**config.mk**
```make
export PLATFORM = sky130hd
export DESIGN_NAME = frsp_ctrl
export DESIGN_NICKNAME = d
export VERILOG_FILES = /design/src/logic/frsp_pkg.sv /design/src/logic/frsp_latches.sv /design/src/logic/frsp_ctrl.sv
export VERILOG_INCLUDE_DIRS = /design/src /design/src/logic
export SDC_FILE = /design/constraint.sdc
export NUM_CORES = 1
export LEC_CHECK = 0
export ABC_AREA = 0
export BUFFER_PORTS_ARGS = -buffer_cell sky130_fd_sc_hd__buf_2
export CORE_AREA = 2 2 360 362
export DETAILED_ROUTE_END_ITERATION = 10
export DIE_AREA = 0 0 362 364
export GPL_TIMING_DRIVEN = 0
export PLACE_DENSITY = 0.57
export SYNTH_ARGS = -nofsm -noshare
export SYNTH_HDL_FRONTEND = slang
export SYNTH_SLANG_ARGS = --single-unit
```
**constraint.sdc**
```tcl
create_clock -name mclk -period 1.9 [get_ports mclk]
set_input_delay 0.285 -clock mclk [delete_from_list [all_inputs] [get_ports mclk]]
set_output_delay 0.285 -clock mclk [all_outputs]
set_load 0.05 [all_outputs]
```
**src/logic/frsp_params.svh**
```systemverilog
// Purpose: Offsets, field positions, reset values and timing counts of the row programmer.
// Assumes: 200 MHz mclk, APB byte addressing with one 32-bit word per register.
// Notes:   Definitions only.
`ifndef FRSP_PARAMS_SVH
`define FRSP_PARAMS_SVH

// ----------------------------------------------------------------------------
// Register offsets
// ----------------------------------------------------------------------------
`define FRSP_ADDR_CTRL    12'h000
`define FRSP_ADDR_LOW     12'h004
`define FRSP_ADDR_UPPER   12'h008
`define FRSP_ADDR_KEY     12'h00c

// ----------------------------------------------------------------------------
// Control register fields, reset values and unlock keys
// ----------------------------------------------------------------------------
`define FRSP_BIT_START    15
`define FRSP_BIT_WRITE_ENABLE_BIT     14
`define FRSP_BIT_WERR     13
`define FRSP_BIT_DONE     12
`define FRSP_BIT_ERASE    6
`define FRSP_OP_MSB       6
`define FRSP_TYPE_MSB     3
`define FRSP_TYPE_ROW     4'h1
`define FRSP_OP_RST       7'h00
`define FRSP_ADDR_RST     16'h0000
`define FRSP_UPPER_RST    8'h00
`define FRSP_KEY_FIRST    8'h55
`define FRSP_KEY_SECOND   8'haa

// ----------------------------------------------------------------------------
// Geometry and timing
// ----------------------------------------------------------------------------
`define FRSP_ROW_WORDS    32
`define FRSP_ROW_BYTES    96
`define FRSP_PANEL_ROWS   128
`define FRSP_WORD_BITS    24
`define FRSP_CLK_MHZ      200
`define FRSP_OP_TIME_US   2000
`define FRSP_OP_CYCLES    (`FRSP_OP_TIME_US * `FRSP_CLK_MHZ)

`endif

```
**src/logic/frsp_pkg.sv**
```systemverilog
// Purpose: Types shared by the row programmer modules.
// Assumes: 24-bit program address, 32 words of 24 bits per row.
// Notes:   Numbers live in frsp_params.svh.
package frsp_pkg;

  typedef struct packed {
    logic        high;   // 1: upper byte write, 0: low word write
    logic [23:0] ea;     // effective program address
    logic [15:0] data;   // source word
  } frsp_tbl_req_t;

  typedef struct packed {
    logic        erase;  // 1: erase row, 0: program row
    logic [10:0] panel;  // panel index
    logic [6:0]  row;    // row inside the panel
  } frsp_flash_cmd_t;

  typedef enum logic [1:0] {KEY_LOCKED, KEY_HALF, KEY_OPEN} frsp_key_t;
  typedef enum logic {OP_IDLE, OP_RUN} frsp_op_t;

endpackage : frsp_pkg

```
**src/logic/frsp_latches.sv**
```systemverilog
// Purpose: Row write latches, 32 words of 24 bits, loaded by table writes.
// Assumes: Writers index words by effective address bits 5:1.
// Notes:   Contents survive the system reset; only power-up clears them.
`timescale 1ns/1ps
`include "frsp_params.svh"
module frsp_latches
  import frsp_pkg::*;
(
  input  wire logic         mclk,      // system clock
  input  wire logic         por_rst,   // power-up reset
  input  wire logic         we_low,    // write bits 15:0 of a word
  input  wire logic         we_high,   // write bits 23:16 of a word
  input  wire logic [4:0]   idx,       // word index in the row
  input  wire logic [15:0]  wdata,     // source word
  output logic      [767:0] row_data   // all words, word 0 lowest
);

  logic [`FRSP_WORD_BITS-1:0] mem [`FRSP_ROW_WORDS];

  always_ff @(posedge mclk) begin
    if (por_rst) begin
      for (int i = 0; i < `FRSP_ROW_WORDS; i++) begin
        mem[i] <= 24'h000000;
      end
    end else begin
      if (we_low) begin
        mem[idx][15:0] <= wdata;
      end
      if (we_high) begin
        mem[idx][23:16] <= wdata[7:0];
      end
    end
  end

  for (genvar g = 0; g < `FRSP_ROW_WORDS; g++) begin : g_pack
    assign row_data[g*`FRSP_WORD_BITS +: `FRSP_WORD_BITS] = mem[g];
  end

  property p_high_byte;
    @(posedge mclk) disable iff (por_rst)
    we_high |=> mem[$past(idx)][23:16] == $past(wdata[7:0]);
  endproperty
  a_high_byte: assert property (p_high_byte) else $error("upper byte not stored");

  property p_low_word;
    @(posedge mclk) disable iff (por_rst)
    we_low |=> mem[$past(idx)][15:0] == $past(wdata);
  endproperty
  a_low_word: assert property (p_low_word) else $error("low word not stored");

endmodule : frsp_latches

```
**src/logic/frsp_ctrl.sv**
```systemverilog
// Purpose: Run-time row erase/program sequencer with APB registers and write latches.
// Assumes: Table writes come from CPU logic on mclk; flash macro follows flash_go.
// Notes:   APB and table port stall while an operation runs.
//
// The register addresses and register access over APB were chosen for this implementation.
`timescale 1ns/1ps
`include "frsp_params.svh"
module frsp_ctrl
  import frsp_pkg::*;
#(
  parameter int unsigned OP_CYCLES = `FRSP_OP_CYCLES
) (
  input  wire logic            mclk,                 // 200 MHz system clock
  input  wire logic            srst,                 // clear or watchdog reset
  input  wire logic            por_rst,              // power-up reset
  input  wire logic [11:0]     paddr,                // APB address
  input  wire logic            psel,                 // APB select
  input  wire logic            penable,              // APB enable
  input  wire logic            pwrite,               // APB direction
  input  wire logic [31:0]     pwdata,               // APB write data
  output logic      [31:0]     prdata,               // APB read data
  output logic                 pready,               // APB ready
  output logic                 pslverr,              // APB error
  input  wire logic            tbl_valid,            // table write request
  input  wire frsp_tbl_req_t   tbl_req,              // table write payload
  output logic                 tbl_ready,            // table write accepted
  output logic                 tbl_done,             // table write complete
  output logic                 cpu_stall,            // processor stall
  output logic                 flash_go,             // start pulse to flash
  output frsp_flash_cmd_t      flash_cmd,            // row operation
  output logic      [767:0]    flash_row_data,       // latch contents
  output logic                 mem_op_done_irq_flag  // done flag level
);

  // --------------------------------------------------------------------------
  // State
  // --------------------------------------------------------------------------
  frsp_key_t   key_state;
  frsp_op_t    op_state;
  logic        ctrl_start;
  logic        write_enable_bit;
  logic        write_error_flag;
  logic [6:0]  ctrl_op;
  logic [15:0] flash_addr_low;
  logic [7:0]  flash_addr_upper;
  logic [18:0] op_cnt;
  logic        rd_valid;
  logic        busy;
  logic        wr_en;
  logic        hit;
  logic        launch;
  logic        tbl_take;
  logic        op_end;
  logic [15:0] ctrl_rd;

  assign busy      = (op_state == OP_RUN);
  assign cpu_stall = busy;
  assign tbl_ready = !busy;
  assign tbl_take  = tbl_valid && tbl_ready;
  assign op_end    = busy && (op_cnt == 19'h00000);

  // --------------------------------------------------------------------------
  // APB slave
  // --------------------------------------------------------------------------
  // Ready waits one cycle after the stall ends so the read data flop is fresh.
  assign pready  = psel && rd_valid && !busy;
  assign hit     = (paddr == `FRSP_ADDR_CTRL) || (paddr == `FRSP_ADDR_LOW)
                || (paddr == `FRSP_ADDR_UPPER) || (paddr == `FRSP_ADDR_KEY);
  assign pslverr = psel && penable && pready && !hit;
  assign wr_en   = psel && penable && pready && pwrite && hit;
  assign ctrl_rd = {ctrl_start, write_enable_bit, write_error_flag,
                    mem_op_done_irq_flag, 5'h00, ctrl_op};

  always_ff @(posedge mclk) begin
    if (por_rst || srst) begin
      rd_valid <= 1'b0;
      prdata   <= 32'h00000000;
    end else begin
      rd_valid <= psel && !busy;
      unique case (paddr)
        `FRSP_ADDR_CTRL:  prdata <= {16'h0000, ctrl_rd};
        `FRSP_ADDR_LOW:   prdata <= {16'h0000, flash_addr_low};
        `FRSP_ADDR_UPPER: prdata <= {24'h000000, flash_addr_upper};
        default:          prdata <= 32'h00000000; // key reads as zero
      endcase
    end
  end

  // --------------------------------------------------------------------------
  // Unlock sequence
  // --------------------------------------------------------------------------
  assign launch = wr_en && (paddr == `FRSP_ADDR_CTRL) && (key_state == KEY_OPEN)
               && pwdata[`FRSP_BIT_START] && pwdata[`FRSP_BIT_WRITE_ENABLE_BIT]
               && (pwdata[`FRSP_TYPE_MSB:0] == `FRSP_TYPE_ROW);

  always_ff @(posedge mclk) begin
    if (por_rst || srst) begin
      key_state <= KEY_LOCKED;
    end else if (wr_en) begin
      if (paddr == `FRSP_ADDR_KEY && pwdata[7:0] == `FRSP_KEY_FIRST) begin
        key_state <= KEY_HALF;
      end else if (paddr == `FRSP_ADDR_KEY && key_state == KEY_HALF
                   && pwdata[7:0] == `FRSP_KEY_SECOND) begin
        key_state <= KEY_OPEN;
      end else begin
        // A start attempt also spends the unlock, so each launch needs a new key.
        key_state <= KEY_LOCKED;
      end
    end
  end

  // --------------------------------------------------------------------------
  // Control register
  // --------------------------------------------------------------------------
  always_ff @(posedge mclk) begin
    if (por_rst) begin
      write_enable_bit <= 1'b0;
      ctrl_op          <= `FRSP_OP_RST;
    end else if (srst) begin
      write_enable_bit <= 1'b0;
      ctrl_op          <= `FRSP_OP_RST;
    end else if (wr_en && paddr == `FRSP_ADDR_CTRL) begin
      write_enable_bit <= pwdata[`FRSP_BIT_WRITE_ENABLE_BIT];
      ctrl_op          <= pwdata[`FRSP_OP_MSB:0];
    end
  end

  always_ff @(posedge mclk) begin
    if (por_rst || srst) begin
      ctrl_start <= 1'b0;
    end else if (launch) begin
      ctrl_start <= 1'b1;
    end else if (op_end) begin
      ctrl_start <= 1'b0;
    end
  end

  always_ff @(posedge mclk) begin
    if (por_rst) begin
      write_error_flag <= 1'b0;
    end else if (srst) begin
      write_error_flag <= write_error_flag || busy;
    end else if (wr_en && paddr == `FRSP_ADDR_CTRL) begin
      write_error_flag <= pwdata[`FRSP_BIT_WERR];
    end
  end

  always_ff @(posedge mclk) begin
    if (por_rst || srst) begin
      mem_op_done_irq_flag <= 1'b0;
    end else if (op_end) begin
      mem_op_done_irq_flag <= 1'b1;
    end else if (wr_en && paddr == `FRSP_ADDR_CTRL && !pwdata[`FRSP_BIT_DONE]) begin
      mem_op_done_irq_flag <= 1'b0;
    end
  end

  // --------------------------------------------------------------------------
  // Address registers
  // --------------------------------------------------------------------------
  // A table write in the same cycle as an APB address write wins: it is newer.
  always_ff @(posedge mclk) begin
    if (por_rst) begin
      flash_addr_low   <= `FRSP_ADDR_RST;
      flash_addr_upper <= `FRSP_UPPER_RST;
    end else if (srst) begin
      flash_addr_low   <= flash_addr_low;
      flash_addr_upper <= flash_addr_upper;
    end else if (tbl_take) begin
      flash_addr_low   <= tbl_req.ea[15:0];
      flash_addr_upper <= tbl_req.ea[23:16];
    end else if (wr_en && paddr == `FRSP_ADDR_LOW) begin
      flash_addr_low   <= pwdata[15:0];
    end else if (wr_en && paddr == `FRSP_ADDR_UPPER) begin
      flash_addr_upper <= pwdata[7:0];
    end
  end

  // --------------------------------------------------------------------------
  // Table write port and latches
  // --------------------------------------------------------------------------
  always_ff @(posedge mclk) begin
    if (por_rst || srst) begin
      tbl_done <= 1'b0;
    end else begin
      tbl_done <= tbl_take;
    end
  end

  frsp_latches u_latches (
    .mclk     (mclk),
    .por_rst  (por_rst),
    .we_low   (tbl_take && !tbl_req.high),
    .we_high  (tbl_take && tbl_req.high),
    .idx      (tbl_req.ea[5:1]),
    .wdata    (tbl_req.data),
    .row_data (flash_row_data)
  );

  // --------------------------------------------------------------------------
  // Operation sequencer
  // --------------------------------------------------------------------------
  always_ff @(posedge mclk) begin
    if (por_rst || srst) begin
      op_state <= OP_IDLE;
      op_cnt   <= 19'h00000;
      flash_go <= 1'b0;
      flash_cmd <= '0;
    end else begin
      flash_go <= launch;
      unique case (op_state)
        OP_IDLE: begin
          if (launch) begin
            op_state        <= OP_RUN;
            op_cnt          <= 19'(OP_CYCLES - 1);
            flash_cmd.erase <= pwdata[`FRSP_BIT_ERASE];
            flash_cmd.panel <= {flash_addr_upper, flash_addr_low[15:13]};
            flash_cmd.row   <= flash_addr_low[12:6];
          end
        end
        OP_RUN: begin
          if (op_cnt == 19'h00000) begin
            op_state <= OP_IDLE;
          end else begin
            op_cnt <= op_cnt - 19'h00001;
          end
        end
      endcase
    end
  end

  // --------------------------------------------------------------------------
  // Checks
  // --------------------------------------------------------------------------
  logic [18:0] chk_len;

  always_ff @(posedge mclk) begin
    if (por_rst || srst) begin
      chk_len <= 19'h00000;
    end else begin
      chk_len <= busy ? chk_len + 19'h00001 : 19'h00000;
    end
  end

  property p_op_len;
    @(posedge mclk) disable iff (por_rst || srst)
    $fell(busy) && !$past(srst) |-> chk_len == 19'(OP_CYCLES);
  endproperty
  a_op_len: assert property (p_op_len) else $error("operation length wrong");

  property p_key_open;
    @(posedge mclk) disable iff (por_rst || srst)
    launch |-> $past(key_state) == KEY_OPEN ##1 key_state == KEY_LOCKED && ctrl_start;
  endproperty
  a_key_open: assert property (p_key_open) else $error("start without unlock");

  property p_cancel;
    @(posedge mclk) disable iff (por_rst || srst)
    (key_state == KEY_HALF && wr_en && paddr != `FRSP_ADDR_KEY) |=> key_state == KEY_LOCKED;
  endproperty
  a_cancel: assert property (p_cancel) else $error("unlock not cancelled");

  property p_start_hold;
    @(posedge mclk) disable iff (por_rst || srst)
    $fell(ctrl_start) && !$past(srst) |-> $past(op_end);
  endproperty
  a_start_hold: assert property (p_start_hold) else $error("start cleared early");

  property p_stall;
    @(posedge mclk) disable iff (por_rst || srst)
    launch |=> busy && cpu_stall && ctrl_start && !pready && !tbl_ready;
  endproperty
  a_stall: assert property (p_stall) else $error("no stall after launch");

  property p_tbl_done;
    @(posedge mclk) disable iff (por_rst || srst)
    1'b1 |=> tbl_done == $past(tbl_take);
  endproperty
  a_tbl_done: assert property (p_tbl_done) else $error("table write not done");

  property p_capture;
    @(posedge mclk) disable iff (por_rst || srst)
    tbl_take |=> flash_addr_low == $past(tbl_req.ea[15:0])
              && flash_addr_upper == $past(tbl_req.ea[23:16]);
  endproperty
  a_capture: assert property (p_capture) else $error("address not captured");

  property p_done_flag;
    @(posedge mclk) disable iff (por_rst || srst)
    op_end |=> mem_op_done_irq_flag && !ctrl_start && !busy;
  endproperty
  a_done_flag: assert property (p_done_flag) else $error("done flag not set");

  property p_werr;
    @(posedge mclk) disable iff (por_rst)
    (srst && busy) |=> write_error_flag;
  endproperty
  a_werr: assert property (p_werr) else $error("reset abort not flagged");

  property p_write_enable_bit_gate;
    @(posedge mclk) disable iff (por_rst || srst)
    $rose(busy) |-> $past(pwdata[`FRSP_BIT_WRITE_ENABLE_BIT]) && $past(wr_en);
  endproperty
  a_write_enable_bit_gate: assert property (p_write_enable_bit_gate) else $error("launch without enable");

endmodule : frsp_ctrl

```
==> flow_summary_export.csv <==
group,metric,value,unit
drt,drtIter0Drc,2035,
drt,drc,0,
global_route,grt_first_pass_wirelength,188000,um
synthesis,synth_edf_count,768,
worst_setup_path,crit-reg2reg-launch,"cpu_stall",
placed_design,postPlaceCellArea,0.0404,mm2
clock_network,cts_inserted_buffers,96,
worst_hold_path,worstHoldPathType,"primary input to register",
worst_setup_path,cp_max_fo,9,
timing,max-slew-margin-rel,0.0216,
job,max-cap-violations,0,
synthesis,syn_area,0.0336,mm2
layout,areaGrowthSynthToFinish,40.3,%
placed_design,dp_slack,-1.69,ns
global_route,gr-usage-all-layers,0.208,
die,start_util,0.262,
worst_hold_path,min_from,"srst",
synthesis,synth_cells,2334,
synthesis,postSynthAreaPerCell,14.4,um2
die,num_rows,132,
synthesis,synth_seq_cells,863,
worst_setup_path,criticalPathCategory,"register to register",
clock_network,clock_sinks,863,
timing,grt_setup_unrepaired,"yes",
die,die_h,364,um
clock_network,cts_root_buf,"clkbuf_16",
timing,slew_viol_final,0,
drt,final_antenna_net_count,0,
timing,period_share,1.18,
timing,layout_min_cycle_time,2.25,ns
drt,totalWireLength,143000,um
drt,post_drt_via_cell_ratio,4.46,
drt,wire_per_inst,26.8,um
worst_setup_path,arrival,2.64,ns
timing,holdWs,0.0832,ns
die,coreArea,0.128,mm2
timing,fmax,0.445,GHz
run_status,violations,"negative setup slack",
synthesis,ys.flop_type,"edfxtp_1",
timing,setup_viol,1321,
clock_network,cts_max_level,3,
timing,hold_viol,0,
layout,nNetsFinal,3660,
worst_setup_path,r2r_slack,-0.35,ns
synthesis,synth-async-reset-ratio,0,
clock_network,tritoncts,"built",
power_and_ir_drop,leakagePower,18.5,nW
layout,layout_common_cells,"887 x buf_2, 768 x edfxtp_1, 736 x and2_1",
synthesis,ys_types,63,
global_route,antenna_found_initial,22,
synthesis,synth.largest_area_cell,"edfxtp_1",
placed_design,post-dp-hpwl,99900,um
drt,dr.pass1.iters,5,
global_route,grt.overflow.total,0,
timing,worst_slew_pin_slew,1.47,ns
timing,finalClockSkew,0.0409,ns
synthesis,synthTopCellsByArea,"edfxtp_1 69%, and2_1 14%, dfxtp_1 5.7%, clkbuf_1 1.5%, or2_2 1.2%",
layout,mostFrequentLayoutCell,"buf_2",
power_and_ir_drop,vdd_ir_drop_max,0.917,mV
synthesis,synth_seq_area_share,0.743,
placed_design,gp_congestion,0.830,
die,ioPinCount,918,
synthesis,yosys_warnings,0,
global_route,grt_pass1_vias,23100,
run_status,status,"complete, but fails checks",
worst_setup_path,startpoint_type,"register",
layout,fillers,12500,
power_and_ir_drop,power.density,998,mW/mm2
clock_network,clkSlewWorstSetupHoldPaths,0.06,ns
timing,setup_ws,-0.346,ns
worst_setup_path,worst_setup_path_end_kind,"register",
global_route,grt_max_degree,17,
layout,postLayoutCellArea,0.0471,mm2
worst_setup_path,startpoint,"cpu_stall",
worst_setup_path,worstPathRequired,2.30,ns
die,die_w,362,um
drt,via_count,23800,
die,die_area,0.132,mm2
clock_network,max-clock-path-buffers,3,
synthesis,yosysTopAreaCellShare,0.686,
clock_network,clock_insertion_delay_worst_skew,0.73,ns
placed_design,port_buffers,873,
layout,layout-drive-gt1-share,0.415,
==> Yosys cell counts, types with 2 or more instances <==
cell type,count
nor3b_1,3
nand3b_2,2
nand4b_1,5
nand3b_1,3
and2_1,746
buf_1,11
clkbuf_1,138
edfxtp_1,768
nand3_1,11
a211oi_1,18
or3_1,4
nor3_1,19
inv_1,5
and2_2,32
nor4_2,2
nor2b_1,7
nor3_4,2
nand2b_1,2
a21oi_1,75
nor4_1,4
dfxtp_1,95
nor2_1,101
a31oi_1,3
mux2i_1,20
nor4bb_1,2
nor4_4,2
o21ai_0,13
or2_2,67
mux2_2,2
a311oi_1,16
nand2_1,73
or3b_1,2
and3_1,15
buf_2,12
o21a_1,3
buf_4,18
nand4_1,7
==> through the flow <==
step,std cells,total power [mW],setup TNS [ns],util
after floorplan,2349,26.3,-35.11,-
after global routing,5320,48.2,-321.67,0.367
after global placement,4897,28.4,-1599.26,0.314
after CTS,5252,47.3,-247.89,0.360
after detailed placement,4899,28.4,-1530.87,0.315
final,5333,47.0,-209.38,0.367
==> path summary, 6_finish.rpt <==
kind | cells after the start | endpoint
worst min register to register | 2 | ctrl_op[1]
worst max register to register | 9 | u_latches.mem[11][1]
worst max-delay path | 9 | u_latches.mem[11][1]
worst min-delay path | 4 | write_error_flag
==> registers in the layout (all words and copies together) (netlist names), 2 cells and up <==
register,cells
key_state,2
op_cnt,19
ctrl_op,7
u_latches.mem,768
flash_addr_low,16
flash_addr_upper,8
flash_cmd,19
prdata,16
==> report_power, final <==
part | switching [mW] | total (mW) | internal (mW)
combinational | 5.34 | 6.53 | 1.19
sequential | 0.303 | 21.8 | 21.5
clock | 8.22 | 18.7 | 10.5
total | 13.9 | 47.0 | 33.2
==> cell families after synthesis <==
family / count (synthesis) / share of synthesized area
muxes: 22 / 0.00663
other: 1 / 0.000112
and+or+nand+nor: 1122 / 0.201
buffers and inverters: 186 / 0.0235
AOI/OAI and AO/OA: 139 / 0.0255
DFF: 863 / 0.743
adders and majority gates: 1 / 0.000372
==> layer usage <==
metal,vias to the layer above,track usage,routed length [um]
met5,-,0,11
met3,179,0.0615,12900
met2,1095,0.361,71200
met1,11900,0.248,54900
met4,2,0.0578,3580
li1,10600,-,-
==> layout make-up <==
type / instances / area [um2] / share of cell area
flip-flops and latches: 863 / 25000 / 0.530
multi-input cells: 1327 / 8920 / 0.189
repair buffers: 1094 / 6840 / 0.145
clock buffers: 111 / 2460 / 0.0522
well taps: 1675 / 2100 / 0.0445
plain buffers: 179 / 1120 / 0.0237
clock inverters: 65 / 646 / 0.0137
inverters: 6 / 32.5 / 0.000690
diodes: 13 / 32.5 / 0.000690
==> critical path: stages, from the launching register on <==
cell and delay [ns]:
dfxtp_4 0.35, buf_8 0.12, nand2b_4 0.18, nor3_4 0.17, buf_6 0.16, buf_6 0.11
nand3_4 0.06, buf_12 0.16, nor2_4 0.27, or2_4 0.30
==> timing repair <==
action / in CTS / in global routing
hold buffers: 40 / 0
endpoints found under the setup margin: 1596 / 1517
buffers inserted: 101 / 64
gates cloned: 36 / 9
pin swaps: 44 / 41
gates resized for setup: 246 / 116
endpoints found under the hold margin: 39 / 0
Note: power is estimated with default switching activity, not from simulation.
